### src/hw/dacoc_pkg.sv
/*
 Constants for the two-instance converter output control block.
 Assumes an APB master with 32-bit data and word-aligned registers.
*/
// Contract
// - Resolution bit zero twelve bits, one eight
// - Range bit zero gives 3x, one 1x
// - Format bit picks binary or two's complement
// - Only low 8 or 12 bits drive core
// - Nonzero amp setting takes pin from port
// - Two-output pin select: general or alternate pins
// - Single-pin variant: pin select alone applies function
// - Companion reference: codes 0,1 internal; 2,3 external
// - Supply variant: codes 0,1 supply; 2,3 reference
// - Instances identical, each own registers by index
// - One or two instances, optionally grouped update
// - Load select zero: latch transparent, ignores enable
// - Load 1 write, 2/3 timer edges, needs enable
// - Nonzero load select sets sticky done flag
// - Grouped outputs wait until both data written
package dacoc_pkg;
  // -------------------------------------------------------------
  // Register map
  // -------------------------------------------------------------
  localparam logic [11:0] CTL0_ADDR = 12'h1c0;
  localparam logic [11:0] CTL1_ADDR = 12'h1c4;
  localparam logic [11:0] DAT0_ADDR = 12'h1c8;
  localparam logic [11:0] DAT1_ADDR = 12'h1cc;
  localparam logic [11:0] IRQ_STAT_ADDR = 12'h1d0;
  localparam logic [11:0] IRQ_MASK_ADDR = 12'h1d4;
  // -------------------------------------------------------------
  // Control field positions
  // -------------------------------------------------------------
  localparam int OPS_BIT = 15;
  localparam int SREF_LSB = 13;
  localparam int RES_BIT = 12;
  localparam int LSEL_LSB = 10;
  localparam int IR_BIT = 8;
  localparam int AMP_LSB = 5;
  localparam int DF_BIT = 4;
  localparam int IE_BIT = 3;
  localparam int IFG_BIT = 2;
  localparam int ENC_BIT = 1;
  localparam int GRP_BIT = 0;
  localparam logic [15:0] CTL_RESET = 16'h0000;
  localparam logic [11:0] MASK12 = 12'hfff;
  localparam logic [11:0] MASK8 = 12'h0ff;
  localparam logic [11:0] SIGN12 = 12'h800;
  localparam logic [11:0] SIGN8 = 12'h080;
  localparam logic [1:0] LSEL_NONE = 2'h0;
  localparam logic [1:0] LSEL_WRITE = 2'h1;
  localparam logic [1:0] LSEL_TMR1 = 2'h2;
  localparam logic [1:0] LSEL_TMR2 = 2'h3;
  localparam int NUM_INST = 2;
endpackage : dacoc_pkg

### src/hw/dacoc_chan_if.sv
/*
 Interface carrying one converter instance's settings and events.
 Assumes the top drives control and the channel returns latch state.
*/
`timescale 1ns/1ps
interface dacoc_chan_if;
  logic [15:0] ctl;
  logic [15:0] dat;
  logic loadEvt;
  logic [11:0] coreCode;
  logic latched;
  modport top (output ctl, output dat, output loadEvt,
    input coreCode, input latched);
  modport chan (input ctl, input dat, input loadEvt,
    output coreCode, output latched);
endinterface : dacoc_chan_if

### src/hw/dacoc_chan.sv
/*
 One converter instance: masking, format, data latch.
 Assumes load events are single-cycle pulses in the bus clock domain.
*/
`timescale 1ns/1ps
module dacoc_chan
  import dacoc_pkg::*;
(
  input wire logic mclk,
  input wire logic rstn,
  dacoc_chan_if.chan ch
);
  typedef struct packed {
    logic [11:0] latch;
    logic latched;
  } dacoc_chan_type;
  dacoc_chan_type st_ff, nxt_st;
  logic [11:0] raw;
  logic [11:0] sgn;
  logic [11:0] msk;

  always_comb begin
    msk = ch.ctl[RES_BIT] ? MASK8 : MASK12;
    raw = ch.dat[11:0] & msk;
    sgn = ch.ctl[RES_BIT] ? SIGN8 : SIGN12;
    if (ch.ctl[DF_BIT]) begin
      raw = raw ^ sgn;
    end
    nxt_st = st_ff;
    nxt_st.latched = 1'b0;
    if (ch.loadEvt) begin
      nxt_st.latch = raw;
      nxt_st.latched = 1'b1;
    end
  end

  always_ff @(posedge mclk or negedge rstn) begin
    if (!rstn) begin
      st_ff <= '0;
    end else begin
      st_ff <= nxt_st;
    end
  end

  // Transparent mode bypasses the latch
  // Latched word is masked again in case resolution changed since
  assign ch.coreCode = (ch.ctl[LSEL_LSB +: 2] == LSEL_NONE) ? raw
    : (st_ff.latch & msk);
  assign ch.latched = st_ff.latched;
endmodule : dacoc_chan

### src/hw/dacoc_top.sv
/*
 APB-reached control for one or two voltage-output converters.
 Assumes timer compare inputs come from pins, so they are synchronised.
*/
`timescale 1ns/1ps
module dacoc_top
  import dacoc_pkg::*;
#(
  parameter int NINST = NUM_INST,
  parameter bit SUPPLY_REF = 1'b0,
  parameter bit SINGLE_PIN = 1'b0
) (
  input wire logic mclk,
  input wire logic rstn,
  input wire logic psel,
  input wire logic penable,
  input wire logic pwrite,
  input wire logic [11:0] paddr,
  input wire logic [31:0] pwdata,
  output logic [31:0] prdata,
  output logic pready,
  output logic pslverr,
  input wire logic tmrCmp1,
  input wire logic tmrCmp2,
  output logic [23:0] coreCodeOut,
  output logic [1:0] rangeTimes3,
  output logic [1:0] refExternal,
  output logic [5:0] bufferAmpSetting,
  output logic [1:0] pinOnGeneral,
  output logic [1:0] pinOnAlternate,
  output logic irq
);
  typedef struct packed {
    logic [1:0][15:0] ctl;
    logic [1:0][15:0] dat;
    logic [1:0] written;
    logic [1:0] tsync1;
    logic [1:0] tsync2;
    logic [1:0] tprev;
    logic [1:0] stat;
    logic [1:0] mask;
    logic [31:0] rdata;
    logic ready;
    logic err;
    logic [23:0] code;
    logic [1:0] rng;
    logic [1:0] rext;
    logic [5:0] amp;
    logic [1:0] pgen;
    logic [1:0] palt;
    logic irq;
  } dacoc_top_type;
  dacoc_top_type st_ff, nxt_st;

  dacoc_chan_if chIf[2] ();
  logic [1:0] loadEvt;
  logic [1:0] wrDat;
  logic [1:0] tmrRise;
  logic wrAcc;
  logic [11:0] chCode [2];

  // -------------------------------------------------------------
  // Address decode
  // -------------------------------------------------------------
  function automatic logic isMapped(input logic [11:0] a);
    isMapped = (a == CTL0_ADDR) || (a == DAT0_ADDR) ||
      (a == IRQ_STAT_ADDR) || (a == IRQ_MASK_ADDR) ||
      ((NINST > 1) && ((a == CTL1_ADDR) || (a == DAT1_ADDR)));
  endfunction : isMapped

  function automatic logic [1:0] lselOf(input logic [15:0] c);
    lselOf = c[LSEL_LSB +: 2];
  endfunction : lselOf

  // Writes land on the edge that completes the transfer
  assign wrAcc = psel && penable && pwrite && st_ff.ready;
  assign tmrRise = st_ff.tsync2 & ~st_ff.tprev;

  // -------------------------------------------------------------
  // Per-instance load triggers and channels
  // -------------------------------------------------------------
  genvar gi;
  generate
    for (gi = 0; gi < 2; gi++) begin : g_inst
      logic [15:0] ctlEff;
      logic [1:0] ls;
      logic trig;
      logic grp;
      // Grouped pair follows instance 0's trigger
      assign grp = (NINST > 1) && st_ff.ctl[0][GRP_BIT];
      assign ctlEff = st_ff.ctl[gi];
      assign ls = grp ? lselOf(st_ff.ctl[0]) : lselOf(ctlEff);
      assign wrDat[gi] = wrAcc && (gi < NINST) &&
        (paddr == (gi == 0 ? DAT0_ADDR : DAT1_ADDR));
      always_comb begin
        trig = 1'b0;
        case (ls)
          LSEL_WRITE: trig = grp ? (st_ff.written == 2'b11)
            : st_ff.written[gi];
          LSEL_TMR1: trig = tmrRise[0] &&
            (!grp || st_ff.written == 2'b11);
          LSEL_TMR2: trig = tmrRise[1] &&
            (!grp || st_ff.written == 2'b11);
          default: trig = 1'b0;
        endcase
      end
      assign loadEvt[gi] = trig && (gi < NINST) && ctlEff[ENC_BIT] &&
        (!grp || (st_ff.ctl[0][ENC_BIT] && st_ff.ctl[1][ENC_BIT]));
      assign chIf[gi].ctl = ctlEff;
      assign chIf[gi].dat = st_ff.dat[gi];
      assign chIf[gi].loadEvt = loadEvt[gi];
      assign chCode[gi] = chIf[gi].coreCode;
      dacoc_chan u_chan (
        .mclk(mclk),
        .rstn(rstn),
        .ch(chIf[gi])
      );
    end
  endgenerate

  // -------------------------------------------------------------
  // Next state
  // -------------------------------------------------------------
  always_comb begin
    nxt_st = st_ff;
    nxt_st.tsync1 = {tmrCmp2, tmrCmp1};
    nxt_st.tsync2 = st_ff.tsync1;
    nxt_st.tprev = st_ff.tsync2;
    nxt_st.ready = psel && penable && !st_ff.ready;
    nxt_st.err = 1'b0;
    if (psel && penable && !st_ff.ready) begin
      nxt_st.err = !isMapped(paddr);
      nxt_st.rdata = '0;
      if (!pwrite) begin
        case (paddr)
          CTL0_ADDR: nxt_st.rdata = {16'h0000, st_ff.ctl[0]};
          CTL1_ADDR: nxt_st.rdata = (NINST > 1) ?
            {16'h0000, st_ff.ctl[1]} : 32'h0000_0000;
          DAT0_ADDR: nxt_st.rdata = {16'h0000, st_ff.dat[0]};
          DAT1_ADDR: nxt_st.rdata = (NINST > 1) ?
            {16'h0000, st_ff.dat[1]} : 32'h0000_0000;
          IRQ_STAT_ADDR: nxt_st.rdata = {30'h0, st_ff.stat};
          IRQ_MASK_ADDR: nxt_st.rdata = {30'h0, st_ff.mask};
          default: nxt_st.rdata = 32'h0000_0000;
        endcase
      end
    end
    for (int i = 0; i < 2; i++) begin
      if (wrDat[i]) begin
        nxt_st.dat[i] = pwdata[15:0];
        nxt_st.written[i] = 1'b1;
      end else if (loadEvt[i] || !st_ff.ctl[i][ENC_BIT]) begin
        // Writes made while disabled never trigger a later load
        nxt_st.written[i] = 1'b0;
      end
      if (wrAcc && paddr == (i == 0 ? CTL0_ADDR : CTL1_ADDR) &&
          i < NINST) begin
        // Locked fields keep value while enabled
        if (st_ff.ctl[i][ENC_BIT]) begin
          nxt_st.ctl[i] = {st_ff.ctl[i][15:9], pwdata[8],
            st_ff.ctl[i][7:5], pwdata[4:0]};
        end else begin
          nxt_st.ctl[i] = pwdata[15:0];
        end
      end
      if (loadEvt[i] && lselOf(st_ff.ctl[i]) != LSEL_NONE) begin
        nxt_st.ctl[i][IFG_BIT] = 1'b1;
        nxt_st.stat[i] = 1'b1;
      end else if (wrAcc && paddr == IRQ_STAT_ADDR && pwdata[i]) begin
        nxt_st.stat[i] = 1'b0;
      end
      // Core view of each instance
      nxt_st.code[i*12 +: 12] = (i < NINST) ? chCode[i]
        : 12'h000;
      nxt_st.rng[i] = !st_ff.ctl[i][IR_BIT];
      nxt_st.rext[i] = SUPPLY_REF ? st_ff.ctl[i][SREF_LSB + 1]
        : st_ff.ctl[i][SREF_LSB + 1];
      nxt_st.amp[i*3 +: 3] = st_ff.ctl[i][AMP_LSB +: 3];
      if (SINGLE_PIN) begin
        nxt_st.pgen[i] = 1'b0;
        nxt_st.palt[i] = st_ff.ctl[i][OPS_BIT];
      end else begin
        nxt_st.pgen[i] = (st_ff.ctl[i][AMP_LSB +: 3] != 3'h0) &&
          !st_ff.ctl[i][OPS_BIT];
        nxt_st.palt[i] = (st_ff.ctl[i][AMP_LSB +: 3] != 3'h0) &&
          st_ff.ctl[i][OPS_BIT];
      end
    end
    if (wrAcc && paddr == IRQ_MASK_ADDR) begin
      nxt_st.mask = pwdata[1:0];
    end
    nxt_st.irq = |(nxt_st.stat & nxt_st.mask);
  end

  always_ff @(posedge mclk or negedge rstn) begin
    if (!rstn) begin
      st_ff <= '0;
    end else begin
      st_ff <= nxt_st;
    end
  end

  assign prdata = st_ff.rdata;
  assign pready = st_ff.ready;
  assign pslverr = st_ff.err;
  assign coreCodeOut = st_ff.code;
  assign rangeTimes3 = st_ff.rng;
  assign refExternal = st_ff.rext;
  assign bufferAmpSetting = st_ff.amp;
  assign pinOnGeneral = st_ff.pgen;
  assign pinOnAlternate = st_ff.palt;
  assign irq = st_ff.irq;

  // -------------------------------------------------------------
  // Checks
  // -------------------------------------------------------------
  property p_rng;
    @(posedge mclk) disable iff (!rstn)
    rstn |=> rangeTimes3[0] == !$past(st_ff.ctl[0][IR_BIT]);
  endproperty
  a_rng: assert property (p_rng) else $error("range");
  property p_flag;
    @(posedge mclk) disable iff (!rstn)
    loadEvt[0] |=> st_ff.stat[0];
  endproperty
  a_flag: assert property (p_flag) else $error("flag");
  property p_enc;
    @(posedge mclk) disable iff (!rstn)
    !st_ff.ctl[0][ENC_BIT] |-> !loadEvt[0];
  endproperty
  a_enc: assert property (p_enc) else $error("enc");
  property p_grp;
    @(posedge mclk) disable iff (!rstn)
    (st_ff.ctl[0][GRP_BIT] && st_ff.written != 2'b11) |-> !loadEvt[0];
  endproperty
  a_grp: assert property (p_grp) else $error("grp");
  property p_mask;
    @(posedge mclk) disable iff (!rstn)
    st_ff.ctl[0][RES_BIT] |-> chIf[0].coreCode[11:8] == 4'h0;
  endproperty
  a_mask: assert property (p_mask) else $error("mask");
  property p_pin;
    @(posedge mclk) disable iff (!rstn)
    (st_ff.ctl[0][AMP_LSB +: 3] == 3'h0 && !SINGLE_PIN) |=>
      !pinOnGeneral[0] && !pinOnAlternate[0];
  endproperty
  a_pin: assert property (p_pin) else $error("pin");
  property p_irq;
    @(posedge mclk) disable iff (!rstn)
    1 |-> irq == |(st_ff.stat & st_ff.mask);
  endproperty
  a_irq: assert property (p_irq) else $error("irq");
  property p_rdy;
    @(posedge mclk) disable iff (!rstn)
    (psel && !penable) ##1 (psel && penable) |=> pready;
  endproperty
  a_rdy: assert property (p_rdy) else $error("ready");
  property p_thru;
    @(posedge mclk) disable iff (!rstn)
    (lselOf(st_ff.ctl[0]) == LSEL_NONE && !st_ff.ctl[0][RES_BIT] &&
      !st_ff.ctl[0][DF_BIT]) |-> chCode[0] == st_ff.dat[0][11:0];
  endproperty
  a_thru: assert property (p_thru) else $error("transparent");
  property p_res8;
    @(posedge mclk) disable iff (!rstn)
    (lselOf(st_ff.ctl[0]) == LSEL_NONE && st_ff.ctl[0][RES_BIT] &&
      !st_ff.ctl[0][DF_BIT]) |-> chCode[0] == {4'h0, st_ff.dat[0][7:0]};
  endproperty
  a_res8: assert property (p_res8) else $error("res8");
  property p_fmt;
    @(posedge mclk) disable iff (!rstn)
    (lselOf(st_ff.ctl[0]) == LSEL_NONE && !st_ff.ctl[0][RES_BIT] &&
      st_ff.ctl[0][DF_BIT]) |->
      chCode[0] == {~st_ff.dat[0][11], st_ff.dat[0][10:0]};
  endproperty
  a_fmt: assert property (p_fmt) else $error("format");
  property p_gen;
    @(posedge mclk) disable iff (!rstn)
    (!SINGLE_PIN && st_ff.ctl[0][AMP_LSB +: 3] != 3'h0 &&
      !st_ff.ctl[0][OPS_BIT]) |=> pinOnGeneral[0] && !pinOnAlternate[0];
  endproperty
  a_gen: assert property (p_gen) else $error("general");
  property p_alt;
    @(posedge mclk) disable iff (!rstn)
    (!SINGLE_PIN && st_ff.ctl[0][AMP_LSB +: 3] != 3'h0 &&
      st_ff.ctl[0][OPS_BIT]) |=> pinOnAlternate[0] && !pinOnGeneral[0];
  endproperty
  a_alt: assert property (p_alt) else $error("alternate");
  property p_ref;
    @(posedge mclk) disable iff (!rstn)
    rstn |=> refExternal[0] == $past(st_ff.ctl[0][SREF_LSB + 1]);
  endproperty
  a_ref: assert property (p_ref) else $error("ref");
  property p_lock;
    @(posedge mclk) disable iff (!rstn)
    st_ff.ctl[0][ENC_BIT] |=> st_ff.ctl[0][15:9] == $past(st_ff.ctl[0][15:9]);
  endproperty
  a_lock: assert property (p_lock) else $error("lock");
  property p_grp1;
    @(posedge mclk) disable iff (!rstn)
    (NINST > 1 && st_ff.ctl[0][GRP_BIT]) |-> loadEvt[0] == loadEvt[1];
  endproperty
  a_grp1: assert property (p_grp1) else $error("group");
  property p_clr;
    @(posedge mclk) disable iff (!rstn)
    (wrAcc && paddr == IRQ_STAT_ADDR && pwdata[0] && !loadEvt[0]) |=>
      !st_ff.stat[0];
  endproperty
  a_clr: assert property (p_clr) else $error("clear");
  property p_nf;
    @(posedge mclk) disable iff (!rstn)
    (lselOf(st_ff.ctl[0]) == LSEL_NONE && !st_ff.stat[0]) |=>
      !st_ff.stat[0];
  endproperty
  a_nf: assert property (p_nf) else $error("no flag");
  property p_rdy1;
    @(posedge mclk) disable iff (!rstn)
    pready |=> !pready;
  endproperty
  a_rdy1: assert property (p_rdy1) else $error("ready pulse");
  property p_err;
    @(posedge mclk) disable iff (!rstn)
    pslverr |-> pready;
  endproperty
  a_err: assert property (p_err) else $error("error");
  c_load: cover property (@(posedge mclk) chIf[0].latched);
  c_grp: cover property (@(posedge mclk) loadEvt == 2'b11);
  c_irq: cover property (@(posedge mclk) irq);
  c_tmr: cover property (@(posedge mclk) |tmrRise);
endmodule : dacoc_top

### config.mk
export PLATFORM = sky130hd
export DESIGN_NAME = dacoc_top
export DESIGN_NICKNAME = d
export VERILOG_FILES = /design/src/hw/dacoc_pkg.sv /design/src/hw/dacoc_chan_if.sv /design/src/hw/dacoc_chan.sv /design/src/hw/dacoc_top.sv
export SDC_FILE = /design/constraint.sdc
export NUM_CORES = 1
export LEC_CHECK = 0
export BUFFER_PORTS_ARGS = -buffer_cell sky130_fd_sc_hd__buf_4
export CORE_ASPECT_RATIO = 0.5
export CORE_MARGIN = 5
export CORE_UTILIZATION = 61
export DETAILED_ROUTE_END_ITERATION = 6
export HOLD_SLACK_MARGIN = 0.1
export PLACE_DENSITY = 0.95
export SYNTH_ARGS = -nofsm -noshare
export SYNTH_HDL_FRONTEND = slang
export SYNTH_HIERARCHICAL = 1
export SYNTH_SLANG_ARGS = --single-unit
### constraint.sdc
create_clock -name mclk -period 5.9 [get_ports mclk]
set_input_delay 0.59 -clock mclk [delete_from_list [all_inputs] [get_ports mclk]]
set_output_delay 0.59 -clock mclk [all_outputs]
set_load 0.05 [all_outputs]
# == Yosys cells after proc, flatten, opt, wreduce, memory -nomap -nowiden ==
# Cells that the tools add are included.
# W data, S select, Z words.
# word_totals
register_bits,173
out_inout_bits,73
wordCells,136
# op_classes
bitwise,11
n_reduce_logical,56
n_eq_ne,13
n_mux,29
# ops
cell,count
$mux W12,8
$pmux W16 S6,1
$eq A12 B9 Y1 const B,6
$and A12 B12 Y12,4
$mux W32,1
$logic_and A1 B1 Y1,25
$xor A12 B12 Y12,2
$mux W1,13
$reduce_bool A2 Y1,6
$eq A2 B2 Y1 const B,5
$logic_not A1 Y1,9
$logic_or A1 B1 Y1,9
$mux W3,2
$pmux W1 S3,2
$reduce_bool A3 Y1,2
$and A2 B2 Y2,2
$eq A2 B1 Y1 const B,2
$logic_not A2 Y1,2
$mux W2,2
$reduce_and A2 Y1,2
$not A1 Y1,2
$not A2 Y2,1
$reduce_or A2 Y1,1

# == Longest topological paths before layout ==
# logic_depth
word_depth,10
mapped_depth,8
ltp_nobuf,5

# == Hierarchy ==
# Netlist, hierarchy kept.
# modules_own_cells
module,cells_each,n_inst,seq_area_each_um2,area_each_um2
dacoc_top,437,1,3328.2,5754.3
dacoc_chan,63,2,325.3,733.2

# == Worst setup path before layout ==
# Ideal clock, no wire load.
# synth_path
path_type,reg2reg
startpoint,"register st_ff, in the netlist chIf[0].ctl[0]"
endpoint,register g_inst[1].u_chan/st_ff[7] in the netlist's numbering
path_buffers,3
synth_period_minus_slack_ns,2.231
t_arrival_ns,2.106
path_stages_with_launch,8
setup_slack_ns,3.669
path_cell_list,dfrtp_1 -> buf_6 -> mux2_4 -> or4b_4 -> a31oi_4 -> buf_2 -> buf_6 -> mux2_2
# synth_between
elab_chain_len,6
word_cells_on_any_way,13
# synth_lines
element,line_no,rtl
"start, declared",dacoc_top.sv:53,"dacoc_top_type st_ff, nxt_st;"
"start signal, assigned",dacoc_top.sv:199,st_ff <= nxt_st;
"parallel branches: the longest is 5 deep, another holds $pmux W1 S3",--,
$logic_and A1 B1 Y1 (*),dacoc_top.sv:107,assign loadEvt[gi] = trig && (gi < NINST) && ctlEff[ENC_BIT] &&
via chIf[1].loadEvt,dacoc_chan_if.sv:9,logic loadEvt;
"end signal, assigned",dacoc_chan.sv:41,st_ff <= nxt_st;
"end, declared",dacoc_chan.sv:17,"dacoc_chan_type st_ff, nxt_st;"
# Mark *: on every way through the listed nets, which the timed path passes.
# A chain may end at the register's enable or synchronous reset.

# == Worst setup path in the final report ==
# layout_path
startpoint,"register st_ff, in the netlist chIf[0].ctl[11]"
endpoint,register g_inst[1].u_chan/st_ff[6] in the netlist's numbering
# layout_between
elab_chain_len,5
word_cells_on_any_way,7
# layout_lines
element,line_no,rtl
$mux W2 (*),dacoc_top.sv:92,assign ls = grp ? lselOf(st_ff.ctl[0]) : lselOf(ctlEff);
$eq A2 B2 Y1 or $eq A2 B1 Y1 (tied branches),dacoc_top.sv:97,case (ls)
$pmux W1 S3 (*),dacoc_top.sv:97,
$logic_and A1 B1 Y1 (*) (2 in a row),dacoc_top.sv:107,
via chIf[1].loadEvt,dacoc_chan_if.sv:9,
# Mark *: on every way through the listed nets, which the timed path passes. The rest lies on a longest branch.

==> flow_metrics.env <==
export IMPL_die_w_um=163
export IMPL_postCtsSetupBuffers=0
export IMPL_relSlewSlack=0.332
export IMPL_first_iter_violations=600
export IMPL_fin_crit_ps=2700
export IMPL_grt_pass1_wl_um=27800
export IMPL_cts_root_buf="clkbuf_16"
export IMPL_drtAntennaViolNets=0
export IMPL_timing_final_crit_share=0.457
export IMPL_maxSlewViolCount=0
export IMPL_grt_total_usage=0.261
export IMPL_required_ps=6210
export IMPL_ir_worst_vdd_uv=217
export IMPL_crit_path_top_delay_cell="dfrtp_1"
export IMPL_routed_wl_met2_um=8380
export IMPL_final_cell_mix="dfrtp_1, mux2_2, buf_4"
export IMPL_highest_layer="met4"
export IMPL_fmax_ghz=0.371
export IMPL_route_detailed_drc=0
export IMPL_cts_htree_levels=4
export IMPL_avgViaCountPerCell=6.07
export IMPL_hpwl_um=10300
export IMPL_cp_end_kind="register"
export IMPL_overflow=0
export IMPL_worst_skew_pair_late_latency_ps=430
export IMPL_critPathBufInv=0
export IMPL_path_cells="mux2_2 -> or4b_4 -> a31oi_4 -> mux2_2"
export IMPL_rsz0062_at_grt="no"
export IMPL_dpl_cell_area_um2=7400
export IMPL_hold_viol=0
export IMPL_gp_congestion=0.826
export IMPL_fin_nets=640
export IMPL_cts_sinks=157
export IMPL_crit_top_cell="mux2_2"
export IMPL_numCtsBuffers=17
export IMPL_clockBufferDepth=2
export IMPL_critical_path_arrival_ps=3010
export IMPL_portBuffers=91
export IMPL_grt_max_degree=108
export IMPL_layout_commonest_cell="dfrtp_1"
export IMPL_totalWireLength_um=17300
export IMPL_cts_resized=0
export IMPL_multiInputGateArea_um2=2510
export IMPL_fin_area_um2=8020
export IMPL_critPathKind="register to register"
export IMPL_cap_violations=0
export IMPL_power_density_nw_per_um2=291
export IMPL_min_path_type="input pin to asynchronous set/reset pin"
export IMPL_areaGrowthSynthToFinish_pct=11.8
export IMPL_drt_wirelength_per_cell_um=22.6
export IMPL_ctsHoldBuffers=0
export IMPL_first_pass_iters=6
export IMPL_cp_max_fo=20
export IMPL_dieArea_um2=14200
export IMPL_finClkSkew_ps=10.2
export IMPL_antenna_found_initial=0
export IMPL_via_count=4649
export IMPL_drive_gt1_frac=0.416
export IMPL_core_area_um2=11700
export IMPL_outcome="finished clean"
export IMPL_critical_path_top_delay_family="flip-flops"
export IMPL_tightest_slew_ps=998
export IMPL_die_h_um=86.7
export IMPL_tritoncts="yes"
export IMPL_rows=28
export IMPL_n_antenna_cell=0
export IMPL_grt_pass1_vias=4866
export IMPL_slowest_delay_ps=780
export IMPL_ios=124
export IMPL_tns_ps=0
export IMPL_yosysWarnings=6
export IMPL_syn_inst=561
export IMPL_final_fill_count=717
export IMPL_cellLeakagePower_nw=4.02
export IMPL_setup_violations=0
export IMPL_syn_avg_cell_area_um2=12.8
export IMPL_synth_area_um2=7170
export IMPL_start_kind="register"
export IMPL_wl_met1_um=6910
export IMPL_clk_transition_reported_paths_ps=60
export IMPL_met3WireLength_um=1500
export IMPL_initial_core_util=0.615
export IMPL_regArea_um2=3930
## flip-flops by register name, summed over array words and instances (netlist names)
name / flops
g_inst.u_chan/st_ff: 24
pinOnGeneral: 2
bufferAmpSetting: 6
pready: 1
nxt_st: 4
pinOnAlternate: 2
irq: 1
refExternal: 2
chIf.dat: 32
pslverr: 1
rangeTimes3: 2
coreCodeOut: 24
st_ff: 8
chIf.ctl: 32
prdata: 16
## cell type report
class | count | share of cell area
flip-flops and latches | 157 | 0.490
repair buffers | 94 | 0.0885
multi-input cells | 307 | 0.313
well taps | 165 | 0.0257
clock inverters | 12 | 0.0211
clock buffers | 19 | 0.0565
inverters | 12 | 0.00562
## routing by layer
metal	up-vias	GRT usage
li1	1927	-
met5	-	0
met4	0	0.100
met2	269	0.420
met1	2393	0.335
met3	60	0.0831
## worst reg2reg max path: cells and delay by family (launching register included)
| kind | cells | cell delay (ps) |
|---|---|---|
| AND/OR/NAND/NOR | 1 | 480 |
| multiplexers | 2 | 730 |
| AO/OA/AOI/OAI | 1 | 590 |
| flip-flops | 1 | 780 |
## power breakdown
group          switching, mW  total, mW  internal (mW)  leakage (nW)
sequential           0.00162       1.08           1.08          2.16
clock                  0.433       1.16          0.724         0.304
combinational         0.0736     0.0974         0.0238          1.55
## path summary, 6_finish.rpt
path	start	end	slack, ps	cells past startpoint
setup / recovery	chIf[0].ctl[11]$_DFFE_PN0P_	g_inst[1].u_chan/st_ff[6]$_DFFE_PN0P_	3200	4
hold reg to reg	nxt_st[79]$_DFF_PN0_	nxt_st[77]$_DFF_PN0_	360	0
max in group asynchronous	rstn	coreCodeOut[11]$_DFF_PN0_	4420	2
hold / removal	rstn	pslverr$_DFF_PN0_	270	1
setup reg to reg	chIf[0].ctl[11]$_DFFE_PN0P_	g_inst[1].u_chan/st_ff[6]$_DFFE_PN0P_	3200	4
min in group mclk	tmrCmp2	nxt_st[80]$_DFF_PN0_	270	1
## stage by stage
step	setup slack, ps	hold WS [ps]	instances	utilization	total power [mW]
after floorplan	3680	294	576	-	1.15
after global placement	3010	333	735	0.634	1.19
after global routing	3110	256	766	0.687	2.40
after CTS	3230	268	766	0.687	2.34
final	3200	272	766	0.687	2.34
after detailed placement	2980	339	735	0.634	1.20
Power figures use the tool's default switching activity.
